--- src/hw/rsc_pkg.sv ---
// Shared constants, encodings and carriers of the run/stop and error control block
package rsc_pkg;

  // Sizes
  localparam int CODE_W = 16;
  localparam int STACK_DEPTH = 5;
  localparam int NUM_X = 16;
  localparam int NUM_Y = 16;
  localparam int NUM_SYS = 4;
  localparam int SYS_SERIOUS_NUM = 2;
  localparam int NUM_CLR = 4;

  // Register byte offsets
  localparam logic [7:0] OFS_CTRL = 8'h00;
  localparam logic [7:0] OFS_PATTERN = 8'h04;
  localparam logic [7:0] OFS_STATUS = 8'h08;
  localparam logic [7:0] OFS_SYS_CODE = 8'h0c;
  localparam logic [7:0] OFS_STACK0 = 8'h10;
  localparam logic [7:0] OFS_STACK_LAST = 8'h20;

  // Status bit positions
  localparam int ST_BIT_RUN = 0;
  localparam int ST_BIT_SYS_FLAG = 1;
  localparam int ST_BIT_EXEC_FLAG = 2;
  localparam int ST_BIT_LAMP = 3;
  localparam int ST_BIT_UPLOAD = 4;

  // Reset values and system error code base
  localparam logic [7:0] CTRL_RST = 8'h00;
  localparam logic [15:0] PATTERN_RST = 16'h0000;
  localparam logic [15:0] SYS_CODE_BASE = 16'h0001;

  // Stop-state output policy field encoding
  typedef enum logic [1:0] {
    OUT_OFF = 2'h0,
    OUT_FREEZE = 2'h1,
    OUT_PATTERN = 2'h2
  } rsc_policy_e;

  // Mode switch pin encoding
  typedef enum logic [1:0] {
    SW_OFF = 2'h0,
    SW_PROG_ONLY = 2'h1,
    SW_ON = 2'h2
  } rsc_switch_e;

  typedef enum {
    ST_BOOT,
    ST_STOP,
    ST_RUN
  } rsc_state_e;

  typedef struct packed {
    logic [3:0] start_idx;
    logic startup_en;
    logic ctrl_en;
    logic [1:0] policy;
  } rsc_ctrl_s;

  typedef struct packed {
    logic user_prog;
    logic comm;
    logic internal;
    logic io_update;
  } rsc_tasks_s;

  typedef struct packed {
    logic wr;
    logic rd;
    logic [7:0] addr;
    logic [31:0] wdata;
  } rsc_bus_s;

endpackage

--- src/hw/rsc_err_stack.sv ---
// Five-deep execution error code stack
`timescale 1ns/1ps
`default_nettype none
module rsc_err_stack import rsc_pkg::*; #(
  parameter int DEPTH = STACK_DEPTH,
  parameter int WIDTH = CODE_W
) (
  // Clock and reset
  input wire logic clk_sys_in,
  input wire logic reset_in,
  // New error code
  input wire logic push_in,
  input wire logic [WIDTH-1:0] code_in,
  // Stored codes, slot 0 is the newest
  output logic [DEPTH-1:0][WIDTH-1:0] stack_out
);

  initial begin
    if (DEPTH < 2) $error("stack needs at least two slots");
  end

  // A repeat of the newest code leaves the history alone
  always_ff @(posedge clk_sys_in or posedge reset_in) begin
    if (reset_in) begin
      stack_out <= '0;
    end else if (push_in && code_in != stack_out[0]) begin
      stack_out <= {stack_out[DEPTH-2:0], code_in};
    end
  end
endmodule // rsc_err_stack
`default_nettype wire

--- src/hw/rsc_run_stop.sv ---
// Run/stop state control, stop-state outputs and error reporting
//
// The plain strobed port and the address map are this design's own decisions.
`timescale 1ns/1ps
`default_nettype none
module rsc_run_stop import rsc_pkg::*; #(
  parameter int NX = NUM_X,
  parameter int NY = NUM_Y,
  parameter int NSYS = NUM_SYS,
  parameter int NSERIOUS = SYS_SERIOUS_NUM
) (
  // Clock and reset
  input wire logic clk_sys_in,
  input wire logic reset_in,
  // Register port
  input wire rsc_bus_s bus_in,
  output logic [31:0] rd_data_out,
  // Pins
  input wire logic [1:0] switch_pin_in,
  input wire logic [NX-1:0] x_pin_in,
  // Scan engine
  input wire logic scan_end_in,
  input wire logic [NY-1:0] y_image_in,
  input wire logic stop_cmd_in,
  input wire logic [NSYS-1:0] sys_err_req_in,
  input wire logic exec_err_in,
  input wire logic [CODE_W-1:0] exec_err_code_in,
  input wire logic exec_err_serious_in,
  input wire logic exec_ok_in,
  // Programming computer
  input wire logic [NUM_CLR-1:0] clr_req_in,
  input wire logic dl_done_in,
  input wire logic dl_upload_en_in,
  input wire logic upload_req_in,
  // Results
  output rsc_tasks_s tasks_out,
  output logic run_out,
  output logic [NY-1:0] y_out,
  output logic err_lamp_out,
  output logic [NUM_CLR-1:0] clr_go_out,
  output logic clr_refused_out,
  output logic upload_grant_out,
  output logic upload_refused_out,
  output logic prog_swap_out
);

  initial begin
    if (NX != 16) $error("start index field serves exactly 16 inputs");
    if (NY < 1 || NY > 32) $error("output count must be 1 to 32");
    if (NSERIOUS > NSYS || NSYS > 16) $error("bad system error counts");
  end

  function automatic logic [CODE_W-1:0] sys_code(input int idx);
    sys_code = SYS_CODE_BASE + CODE_W'(idx);
  endfunction

  rsc_state_e state;
  rsc_state_e next_state;
  rsc_ctrl_s ctrl;
  logic [NY-1:0] pattern;
  logic [1:0] sw_s1;
  logic [1:0] sw_s2;
  logic [NX-1:0] x_s1;
  logic [NX-1:0] x_s2;
  logic sw_was_on;
  logic x_was;
  logic stop_pend;
  logic fault_pend;
  logic sys_flag;
  logic [CODE_W-1:0] sys_code_reg;
  logic exec_flag;
  logic upload_en;
  logic [STACK_DEPTH-1:0][CODE_W-1:0] exec_stack;
  logic sw_on;
  logic sel_x;
  logic sys_serious;
  logic fault_now;
  logic [CODE_W-1:0] worst_code;
  logic [NY-1:0] stop_val;

  // Only the second synchroniser stage is read below
  always_ff @(posedge clk_sys_in or posedge reset_in) begin
    if (reset_in) begin
      sw_s1 <= SW_OFF;
      sw_s2 <= SW_OFF;
      x_s1 <= '0;
      x_s2 <= '0;
    end else begin
      sw_s1 <= switch_pin_in;
      sw_s2 <= sw_s1;
      x_s1 <= x_pin_in;
      x_s2 <= x_s1;
    end
  end

  assign sw_on = (sw_s2 == SW_ON);
  assign sel_x = x_s2[ctrl.start_idx];

  always_comb begin
    sys_serious = 1'b0;
    worst_code = '0;
    // Lowest request index is the most severe
    for (int i = NSYS - 1; i >= 0; i--) begin
      if (sys_err_req_in[i]) begin
        worst_code = sys_code(i);
      end
    end
    for (int i = 0; i < NSERIOUS; i++) begin
      if (sys_err_req_in[i]) begin
        sys_serious = 1'b1;
      end
    end
  end

  assign fault_now = sys_serious || (exec_err_in && exec_err_serious_in);

  // Requests held until the scan boundary; a fresh one wins over the clear
  always_ff @(posedge clk_sys_in or posedge reset_in) begin
    if (reset_in) begin
      stop_pend <= 1'b0;
      fault_pend <= 1'b0;
    end else begin
      stop_pend <= stop_cmd_in || (stop_pend && !scan_end_in);
      fault_pend <= fault_now || (fault_pend && !scan_end_in);
    end
  end

  always_comb begin
    next_state = state;
    if (scan_end_in) begin
      unique case (state)
        ST_BOOT: begin
          if (sw_on && (!ctrl.ctrl_en || sel_x)) begin
            next_state = ST_RUN;
          end else begin
            next_state = ST_STOP;
          end
        end
        ST_RUN: begin
          if (sw_s2 == SW_OFF || stop_pend || fault_pend) begin
            next_state = ST_STOP;
          end
        end
        ST_STOP: begin
          if (sw_on && (!sw_was_on || (ctrl.startup_en && sel_x && !x_was))) begin
            next_state = ST_RUN;
          end
        end
      endcase
    end
  end

  always_ff @(posedge clk_sys_in or posedge reset_in) begin
    if (reset_in) begin
      state <= ST_BOOT;
      sw_was_on <= 1'b0;
      x_was <= 1'b0;
    end else begin
      state <= next_state;
      if (scan_end_in) begin
        sw_was_on <= sw_on;
        x_was <= sel_x;
      end
    end
  end

  // Outputs follow the state being entered, so the policy holds from the first stopped scan
  always_comb begin
    unique case (rsc_policy_e'(ctrl.policy))
      OUT_FREEZE: stop_val = y_out;
      OUT_PATTERN: stop_val = pattern;
      default: stop_val = '0;
    endcase
  end

  always_ff @(posedge clk_sys_in or posedge reset_in) begin
    if (reset_in) begin
      y_out <= '0;
      run_out <= 1'b0;
      tasks_out <= '0;
    end else begin
      y_out <= (next_state == ST_RUN) ? y_image_in : stop_val;
      run_out <= (next_state == ST_RUN);
      tasks_out.user_prog <= (next_state == ST_RUN) && !fault_now && !fault_pend;
      tasks_out.comm <= 1'b1;
      tasks_out.internal <= 1'b1;
      tasks_out.io_update <= 1'b1;
    end
  end

  // System error flag; a new error beats a software clear in the same cycle
  always_ff @(posedge clk_sys_in or posedge reset_in) begin
    if (reset_in) begin
      sys_flag <= 1'b0;
      sys_code_reg <= '0;
    end else if (|sys_err_req_in) begin
      sys_flag <= 1'b1;
      sys_code_reg <= worst_code;
    end else if (bus_in.wr && bus_in.addr == OFS_STATUS && bus_in.wdata[ST_BIT_SYS_FLAG]) begin
      sys_flag <= 1'b0;
    end
  end

  always_ff @(posedge clk_sys_in or posedge reset_in) begin
    if (reset_in) begin
      exec_flag <= 1'b0;
    end else if (exec_err_in) begin
      exec_flag <= 1'b1;
    end else if (exec_ok_in) begin
      exec_flag <= 1'b0;
    end
  end

  // Lamp stays lit until reset
  always_ff @(posedge clk_sys_in or posedge reset_in) begin
    if (reset_in) begin
      err_lamp_out <= 1'b0;
    end else if (fault_now) begin
      err_lamp_out <= 1'b1;
    end
  end

  rsc_err_stack #(
    .DEPTH(STACK_DEPTH),
    .WIDTH(CODE_W)
  ) u_stack (
    .clk_sys_in(clk_sys_in),
    .reset_in(reset_in),
    .push_in(exec_err_in),
    .code_in(exec_err_code_in),
    .stack_out(exec_stack)
  );

  // Destructive operations only while stopped
  always_ff @(posedge clk_sys_in or posedge reset_in) begin
    if (reset_in) begin
      clr_go_out <= '0;
      clr_refused_out <= 1'b0;
    end else begin
      clr_go_out <= (state == ST_STOP) ? clr_req_in : '0;
      clr_refused_out <= (state != ST_STOP) && (|clr_req_in);
    end
  end

  // Download complete swaps in the new program, also in RUN for online edits
  always_ff @(posedge clk_sys_in or posedge reset_in) begin
    if (reset_in) begin
      prog_swap_out <= 1'b0;
    end else begin
      prog_swap_out <= dl_done_in;
    end
  end

  always_ff @(posedge clk_sys_in or posedge reset_in) begin
    if (reset_in) begin
      upload_en <= 1'b1;
      upload_grant_out <= 1'b0;
      upload_refused_out <= 1'b0;
    end else begin
      if (dl_done_in) begin
        upload_en <= dl_upload_en_in;
      end
      upload_grant_out <= upload_req_in && upload_en;
      upload_refused_out <= upload_req_in && !upload_en;
    end
  end

  // Register writes
  always_ff @(posedge clk_sys_in or posedge reset_in) begin
    if (reset_in) begin
      ctrl <= CTRL_RST;
      pattern <= NY'(PATTERN_RST);
    end else if (bus_in.wr) begin
      if (bus_in.addr == OFS_CTRL) begin
        ctrl <= bus_in.wdata[7:0];
      end
      if (bus_in.addr == OFS_PATTERN) begin
        pattern <= bus_in.wdata[NY-1:0];
      end
    end
  end

  // Register reads, data in the following cycle only
  always_ff @(posedge clk_sys_in or posedge reset_in) begin
    if (reset_in) begin
      rd_data_out <= '0;
    end else begin
      rd_data_out <= '0;
      if (bus_in.rd) begin
        if (bus_in.addr == OFS_CTRL) begin
          rd_data_out <= {24'h000000, ctrl};
        end else if (bus_in.addr == OFS_PATTERN) begin
          rd_data_out <= 32'(pattern);
        end else if (bus_in.addr == OFS_STATUS) begin
          rd_data_out <= {27'h0000000, upload_en, err_lamp_out, exec_flag, sys_flag, run_out};
        end else if (bus_in.addr == OFS_SYS_CODE) begin
          rd_data_out <= {16'h0000, sys_code_reg};
        end else if (bus_in.addr >= OFS_STACK0 && bus_in.addr <= OFS_STACK_LAST && bus_in.addr[1:0] == 2'h0) begin
          rd_data_out <= {16'h0000, exec_stack[3'((bus_in.addr - OFS_STACK0) >> 2)]};
        end
      end
    end
  end
endmodule // rsc_run_stop
`default_nettype wire

--- config.mk ---
export PLATFORM = sky130hd
export DESIGN_NAME = rsc_run_stop
export DESIGN_NICKNAME = d
export VERILOG_FILES = /design/src/hw/rsc_pkg.sv /design/src/hw/rsc_err_stack.sv /design/src/hw/rsc_run_stop.sv
export SDC_FILE = /design/constraint.sdc
export NUM_CORES = 1
export LEC_CHECK = 0
export ABC_AREA = 1
export BUFFER_PORTS_ARGS = -buffer_cell sky130_fd_sc_hd__buf_2
export CAP_MARGIN = 20
export CORE_ASPECT_RATIO = 0.75
export CORE_MARGIN = 8
export CORE_UTILIZATION = 40
export DETAILED_ROUTE_END_ITERATION = 12
export GPL_TIMING_DRIVEN = 0
export SLEW_MARGIN = 0
export SYNTH_ARGS = -nofsm -noshare
export SYNTH_HDL_FRONTEND = slang
export SYNTH_SLANG_ARGS = --single-unit
--- constraint.sdc ---
create_clock -name clk_sys_in -period 10.5 [get_ports clk_sys_in]
set_input_delay 2.625 -clock clk_sys_in [delete_from_list [all_inputs] [get_ports clk_sys_in]]
set_output_delay 2.625 -clock clk_sys_in [all_outputs]
set_load 0.005 [all_outputs]
; Yosys cells after proc, flatten, opt, wreduce, memory -nomap -nowiden
; Index checks and enable logic that the tools add are counted.
[word_totals]
register_bits = 255
input_bits = 110
output_inout_bits = 62
elab_cells = 121
[op_classes]
add_sub_neg = 1
magnitude_cmp = 4
n_eq_ne = 13
muxes = 28
n_reduce_logical = 41
[ops]
columns = op, count
row1 = two-way mux 16 bit, 11
row2 = two-way mux 32 bit, 3
row3 = case mux 32 bit (3 select lines), 1
row4 = == test 32 x 2 -> 1 bit (second input constant), 2
row5 = binary-select mux 16 bit (select 3 bit), 1
row6 = == test 32 x 1 -> 1 bit (second input constant), 1
row7 = == test 32 x 3 -> 1 bit (second input constant), 1
row8 = zero test 32 bit, 1
row9 = inequality test 32 x 2 -> 1 bit (second input constant), 1
row10 = case mux 16 bit (2 select lines), 1
row11 = logical AND 1 bit, 17
row12 = == test 8 x 4 -> 1 bit (second input constant), 2
row13 = inequality test 16 bit, 1
row14 = == test 8 x 3 -> 1 bit (second input constant), 1
row15 = >= comparator 8 x 5 -> 1 bit (second input constant), 1
row16 = <= comparator 8 x 6 -> 1 bit (second input constant), 1
row17 = zero test 8 bit, 1
row18 = OR reduction 4 bit, 2
row19 = zero test 1 bit, 7
row20 = logical OR 1 bit, 7
row21 = two-way mux 1 bit, 7
row22 = less-than comparator 4 x 5 -> 1 bit (second input constant), 1
row23 = subtractor 5 bit (second input constant), 1
row24 = binary-select mux 1 bit (select 4 bit), 1
row25 = other kinds (10), 14

; Logic depth before layout (Yosys ltp)
; Gate-level depths: netlist of the first run.
[logic_depth]
ltp_word = 12
depth_mapped = 20
ltp_nobuf = 19

; Modules after synthesis
; A second synthesis of the first run with hierarchy kept.
[unflattened]
hier_cells = 1171
area_unflattened_um2 = 9930.8
[modules_own_cells]
columns = module, instances, cells_each, area_each_um2, seq_area_each_um2
row1 = rsc_run_stop, 1, 734, 6453.7, 3654.8
row2 = rsc_err_stack, 1, 437, 3477.1, 2001.9

; Worst setup path after synthesis of the first run
; Ideal clock, no wire load.
[synth_path]
path_type = input port to flip-flop
from = input port scan_end_in
to = register y_out[0]
setup_ps = 117
arrival_time_ps = 4099
required_ps = 10383
slack_ps = 6284
path_stages = 8
n_path_buf = 3
path_cell_list = buf_4 > buf_4 > nor2_1 > nor4_2 > clkbuf_1 > nand4_1 > nand2_1 > nand2_1
[synth_via]
elab_chain_len = 3
elab_cells_between_ends = 4
classes_between = 2 x eq/ne / 2 x mux
[synth_lines]
columns = element, line
row1 = "start, declared", rsc_run_stop.sv:22  ; input wire logic scan_end_in,
row2 = two-way mux 32 bit (*), rsc_run_stop.sv:130  ; if (scan_end_in) begin
row3 = named net next_state[16], rsc_run_stop.sv:58  ; rsc_state_e next_state;
row4 = == test 32 x 3 -> 1 bit (*), rsc_run_stop.sv:182  ; y_out <= (next_state == ST_RUN) ? y_image_in : stop_val;
row5 = inequality test 2 bit (no line) or two-way mux 16 bit (tied branches), --
row6 = "end signal, assigned", rsc_run_stop.sv:182
row7 = "end, declared", rsc_run_stop.sv:38  ; output logic [NY-1:0] y_out,
; The timed path passes the listed nets; every way through them passes the cells marked *.
; A chain may end at the register's enable or synchronous reset.

; Final worst setup path of the first run
[layout_path]
from = input port bus_in[37] in the netlist's numbering
to = register pattern[11]
[layout_via]
elab_chain_len = 2
[layout_lines]
columns = element, line
row1 = "start, declared", rsc_run_stop.sv:16  ; input wire rsc_bus_s bus_in,
row2 = == test 8 x 3 -> 1 bit, rsc_run_stop.sv:277  ; if (bus_in.addr == OFS_PATTERN) begin
row3 = AND reduction 2 bit (no line), --
row4 = "end signal, assigned", rsc_run_stop.sv:272  ; pattern <= NY'(PATTERN_RST);
row5 = "end signal, assigned", rsc_run_stop.sv:278  ; pattern <= bus_in.wdata[NY-1:0];
row6 = "end, declared", rsc_run_stop.sv:60  ; logic [NY-1:0] pattern;
; No other way between the ends.

==> impl_metrics.yaml, run 1 <==
finish:
  layout.nets: 1394
  layout-drive-gt1-share_pct: 18.59
  area_delta_synth_final_pct: 21.18
  top_regs: "u_stack.stack_out: 80 flops, state: 32 flops"
  fillCellCount: 2316
  regArea_um2: 5657
  antennaDiodeCount: 0
  largest_reg_flops: 80
  largest_register: "u_stack.stack_out"
  multiInputGateArea_um2: 3169
global_route:
  grt_max_degree: 125
  grt_antenna_before_repair: 1
  gr-total-overflow: 0
  grt_pass1_wl_um: 41820
  grt.total_usage_pct: 17.56
  grt_pass1_vias: 7713
timing:
  slew_violations: 0
  tns_ns: 0
  relSlewSlack_pct: 35.92
  fin_crit_sh_pct: 42.66
  tightest_slew_ns: 0.9532
  rsz0062_at_grt: "no"
  fmax_mhz: 223.2
  period_minus_slack_ns: 4.480
  finalSetupViolations: 0
  finClkSkew_ns: 0.01415
  final-hold-violation-count: 0
  hold_ws_ns: 0.3464
  fin_ws_ns: 6.021
power:
  leakage_nw: 6.114
  ir_worst_vdd_mv: 0.1161
  power_density_nw_per_um2: 178.4
yosys:
  synth-compound-area-share_pct: 11.10
  ys_types: 38
  yosys.area_share.adder_pct: 0
  synthMuxAreaShare_pct: 0.9243
  synth-edff-count: 0
  synth-xor-area-share_pct: 0.6290
  synth_ff_type: "dfrtp_1"
  avgSynthCellArea_um2: 8.829
  synthSimpleGateAreaFrac_pct: 19.20
  syn_area_um2: 9747
  synth_top_family_by_area: "simple AND/OR/NAND/NOR gates"
  yosys_warnings: 0
  post_synth_inst_count: 1104
  ys_seq_elements: 226
  yosysSeqAreaShare_pct: 58.04
  synthArstFlopShare_pct: 100.0
floorplan:
  io_pins: 172
  dieArea_um2: 29670
  fp-row-count: 49
  chipHeight_um: 151.2
  core-area_um2: 23970
  start_util_pct: 40.66
  die_w_um: 196.3
placed_design:
  hpwlAfterDp_um: 19450
  numPortBuffers: 138
  gp_congestion: 0.8146
  pre_cts_slack_ns: 5.543
worst_setup_path:
  path_class: "primary input to flop"
  crit_chain: "buf_2, nor2_1, nand2_1, nor3_1, inv_1, nor2_1, nand2_1, clkbuf_1, mux2_2"
  startpoint_type: "primary input"
  end_kind: "flop"
  crit_path_max_incr_delay_ns: 0.37
  reg2reg_setup_slack_ns: 7.88
  reg2regPathDepth: 14
  required_ns: 10.89
  cp_slowest_cell: "nor2_1"
  critPathMaxFanout: 10
  r2r-end: "y_out[6]"
  crit_arrival_ns: 4.87
  regToRegStartpoint: "state[7]"
route:
  antenna_left: 0
  drt-total-wl_um: 25720
  num_vias: 7806
  drt_iter0_drc: 581
  drt-pass1-iter-count: 5
  drcViolationCount: 0
  post_drt_wl_per_cell_um: 15.75
  avgViaCountPerCell: 4.780
cts:
  htreeDepth: 1
  max-clock-path-buffers: 3
  clockRootBuffer: "clkbuf_16"
  cts_setup_buffers: 0
  clock_latency_ns: 0.52
  cts.clk_slew.worst_paths_ns: 0.06
  tritoncts: "yes"
  cts_sinks: 226
  cts_buffers: 24
  cts-hold-fix-buffers: 0
  ctsResizeCount: 0
flow_run:
  cap_violations: 0
worst_hold_path:
  min_from: "x_s1[2]"
  hold_class: "flop to flop"
  hold_end: "x_s2[2]"
  hold_depth: 0
run_status:
  outcome: "finished, final reports clean"
==> metrics by stage <==
step,total power [mW],utilization [%],instances,area (um2)
after CTS,2.134,49.27,1633,11810
after global placement,1.204,45.50,1588,10910
after detailed placement,1.209,45.65,1589,10940
after global routing,2.205,49.27,1633,11810
after floorplan,1.119,-,1119,9803
final,2.108,49.27,1633,11810
==> worst max-delay path, delay by kind of cell <==
family | cells | cell delay, ns
mux | 1 | 0.35
buf+inv | 3 | 0.62
simple gates | 5 | 1.28
==> layout by cell type (no fill, tap or decap), types with 17 or more instances in the layout <==
cell type	instances
a21oi_1	42
buf_2	151
buf_4	20
clkbuf_1	25
clkbuf_16	25
conb_1	17
dfrtp_1	225
inv_1	164
nand2_1	250
nand3_1	50
nand4_1	29
nor2_1	91
o21ai_0	97
o22ai_1	33
==> layer usage <==
| metal | vias up | part of all wire, % | GRT usage [%] | wire [um] |
|---|---|---|---|---|
| met5 | - | 0.051 | 0 | 13 |
| met4 | 2 | 1.5 | 3.251 | 398 |
| met3 | 31 | 5.7 | 3.641 | 1478 |
| met2 | 160 | 42 | 25.40 | 10740 |
| met1 | 3745 | 51 | 26.80 | 13090 |
| li1 | 3868 | - | - | - |
==> worst max path at each step <==
| stage | startpoint | to | slack, ns | cells past startpoint |
|---|---|---|---|---|
| after floorplan | reset_in | clr_go_out[0] | 1.69 | 1 |
| after global placement | reset_in | x_s1[3] | -0.93 | 2 |
| after detailed placement | bus_in[37] | pattern[11] | 5.54 | 9 |
| after CTS | bus_in[37] | pattern[11] | 6.07 | 9 |
| after global routing | bus_in[37] | pattern[10] | 5.87 | 9 |
| final | bus_in[37] | pattern[11] | 6.02 | 9 |
==> cell usage after synthesis, drive strengths merged (2+ instances only) <==
master | count | area (um2)
nand2 | 251 | 944.7
dfrtp | 225 | 5630
inv | 166 | 623.1
o21ai | 97 | 485.5
nor2 | 93 | 364.1
nand3 | 54 | 297.8
a21oi | 42 | 210.2
buf | 37 | 260.2
o22ai | 33 | 206.5
nand4 | 29 | 181.4
clkbuf | 24 | 90.09
mux2 | 8 | 90.09
nor3 | 7 | 40.04
a31oi | 5 | 31.28
o211ai | 5 | 37.54
nor4 | 4 | 31.28
o221ai | 4 | 35.03
xnor2 | 4 | 35.03
xor2 | 3 | 26.28
a41oi | 2 | 17.52
conb | 2 | 7.510
or2 | 2 | 12.51
==> layout make-up <==
cell class / instances / area share (%)
flip-flops and latches: 226 / 47.89
multi-input cells: 665 / 26.83
repair buffers: 139 / 6.081
clock buffers: 31 / 5.911
inverters: 167 / 5.371
well taps: 331 / 3.506
plain buffers: 61 / 2.966
clock inverters: 13 / 1.441
==> report_power, final <==
part | leakage, nW | internal (mW) | switching [mW]
Sequential | 2.85 | 0.934 | 0.0404
Combinational | 2.84 | 0.0807 | 0.135
Clock | 0.429 | 0.567 | 0.350
Total | 6.11 | 1.58 | 0.526
==> logic make-up after synthesis <==
logic type      after synthesis
compound gates              193
xor+xnor                      7
buf+inv                     228
flops                       226
mux                           8
other cells                   2
simple gates                440
Note: power is estimated with default switching activity, not from simulation.
==> run 2: changes to the inputs <==
Clock period 10.5 ns to 3.9 ns, I/O delays scaled along.
==> impl_metrics.yaml, run 2 (synthesis gave the netlist of run 1 again) <==
timing:
  tns_ns: 0
  finClkSkew_ns: 0.01109
  finalSetupViolations: 0
  rsz0062_at_grt: "no"
  period_minus_slack_ns: 2.855
  final-hold-violation-count: 0
  fmax_mhz: 350.3
  fin_crit_sh_pct: 73.21
  slew_violations: 0
  tightest_slew_ns: 1.053
  relSlewSlack_pct: 29.19
  fin_ws_ns: 1.045
placed_design:
  hpwlAfterDp_um: 20160
  numPortBuffers: 138
  gp_congestion: 0.8332
  pre_cts_slack_ns: 0.5606
cts:
  cts_sinks: 226
  tritoncts: "yes"
  htreeDepth: 1
  clockRootBuffer: "clkbuf_16"
  cts-hold-fix-buffers: 0
  clock_latency_ns: 0.51
  ctsResizeCount: 0
  cts_setup_buffers: 0
  cts_buffers: 24
  cts.clk_slew.worst_paths_ns: 0.06
  max-clock-path-buffers: 3
floorplan:
  core-area_um2: 23970
  fp-row-count: 49
  dieArea_um2: 29670
  die_w_um: 196.3
  start_util_pct: 40.66
  chipHeight_um: 151.2
  io_pins: 172
global_route:
  grt.total_usage_pct: 17.60
  grt_pass1_wl_um: 41930
  grt_max_degree: 42
  use_met1_pct: 26.56
  grt.busiest_layer: "met1"
  gr-total-overflow: 0
  grt_pass1_vias: 7710
  grt_antenna_before_repair: 0
  gr-usage-met3_pct: 3.597
  grt_use_met2_pct: 25.33
finish:
  area_delta_synth_final_pct: 21.68
  layout-drive-gt1-share_pct: 18.61
  largest_reg_flops: 80
  top_regs: "u_stack.stack_out: 80 flops, state: 32 flops"
  largest_register: "u_stack.stack_out"
  fillCellCount: 2335
  antennaDiodeCount: 0
  layout.nets: 1399
  final_common_cell: "nand2_1"
  mostFrequentLayoutCells: "nand2_1 (250), dfrtp_1 (225), inv_1 (164)"
power:
  power_density_nw_per_um2: 470.7
  p_sw_share_pct: 25.13
  seq_power_share_pct: 47.0
  pwr-share-comb_pct: 10.6
  leakage_nw: 6.135
  intPower_mw: 4.179
  p_sw_mw: 1.403
  p_clk_share_pct: 42.4
  ir_worst_vdd_mv: 0.3502
  finalPower_mw: 5.582
worst_setup_path:
  required_ns: 4.30
  cp_slowest_cell: "nor2_1"
  crit_arrival_ns: 3.25
  crit_chain: "buf_2, nor2_1, nand2_1, nor3_1, inv_1, nor2_1, nand2_1, clkbuf_1, mux2_2"
  critPathMaxFanout: 10
  crit_path_max_incr_delay_ns: 0.43
  reg2regPathDepth: 14
  startpoint_type: "primary input"
  end_kind: "flop"
  path_class: "primary input to flop"
route:
  post_drt_wl_per_cell_um: 15.85
  drt-total-wl_um: 25940
  drt_iter0_drc: 647
  avgViaCountPerCell: 4.808
  drt-pass1-iter-count: 7
  drcViolationCount: 0
  antenna_left: 0
  num_vias: 7870
worst_hold_path:
  hold_depth: 0
  hold_class: "flop to flop"
run_status:
  outcome: "finished, final reports clean"
flow_run:
  cap_violations: 0
==> run 2: final cells by class <==
class	instances	area, um2	area share [%]
clock buffer	36	737.0	6.214
clock inverter	7	91.34	0.7701
buffer	61	350.3	2.954
sequential	226	5657	47.70
timing repair buffer	144	810.8	6.836
tap	331	414.1	3.492
inverter	167	630.6	5.317
multi-input combinational	665	3169	26.72
==> run 2: routing by layer <==
layer / vias up / share of wire [%] / wire [um]
met5: - / 0 / 0
met4: 0 / 2.3 / 586
met3: 36 / 6.1 / 1570
met2: 202 / 41 / 10700
met1: 3761 / 50 / 13090
li1: 3871 / - / -
==> run 2: power by group through the flow <==
stage / clock network, mW / logic [mW] / registers [mW]
after floorplan: 0 / 0.370 / 2.64
after global routing: 2.51 / 0.685 / 2.65
after CTS: 2.43 / 0.603 / 2.62
after detailed placement: 0 / 0.601 / 2.67
final: 2.37 / 0.593 / 2.62
after global placement: 0 / 0.576 / 2.67
==> run 2: through the flow <==
stage          util, %  hold WS [ns]  cell area, um2  cells
5_1_grt          49.48        0.3509           11860   1637
6_report         49.48        0.3450           11860   1637
4_1_cts          49.48        0.3479           11860   1637
3_3_place_gp     45.52        0.3337           10910   1588
3_5_place_dp     46.02        0.3347           11030   1594
2_1_floorplan        -        0.3312            9807   1119
==> run 2: final timing paths <==
kind	startpoint	end	slack, ns
worst min-delay path	sw_s1[1]	sw_s2[1]	0.35
worst max register to register	state[7]	y_out[6]	1.32
worst min register to register	sw_s1[1]	sw_s2[1]	0.35
max in group asynchronous	reset_in	u_stack.stack_out[18]	2.34
worst max-delay path	bus_in[37]	pattern[10]	1.04
min in group asynchronous	reset_in	state[21]	0.48
==> run 2: worst max-delay path: cells and delay by family <==
family | cells | cell delay (ns)
buffers and inverters | 3 | 0.60
multiplexers | 1 | 0.35
AND/OR/NAND/NOR | 5 | 1.33
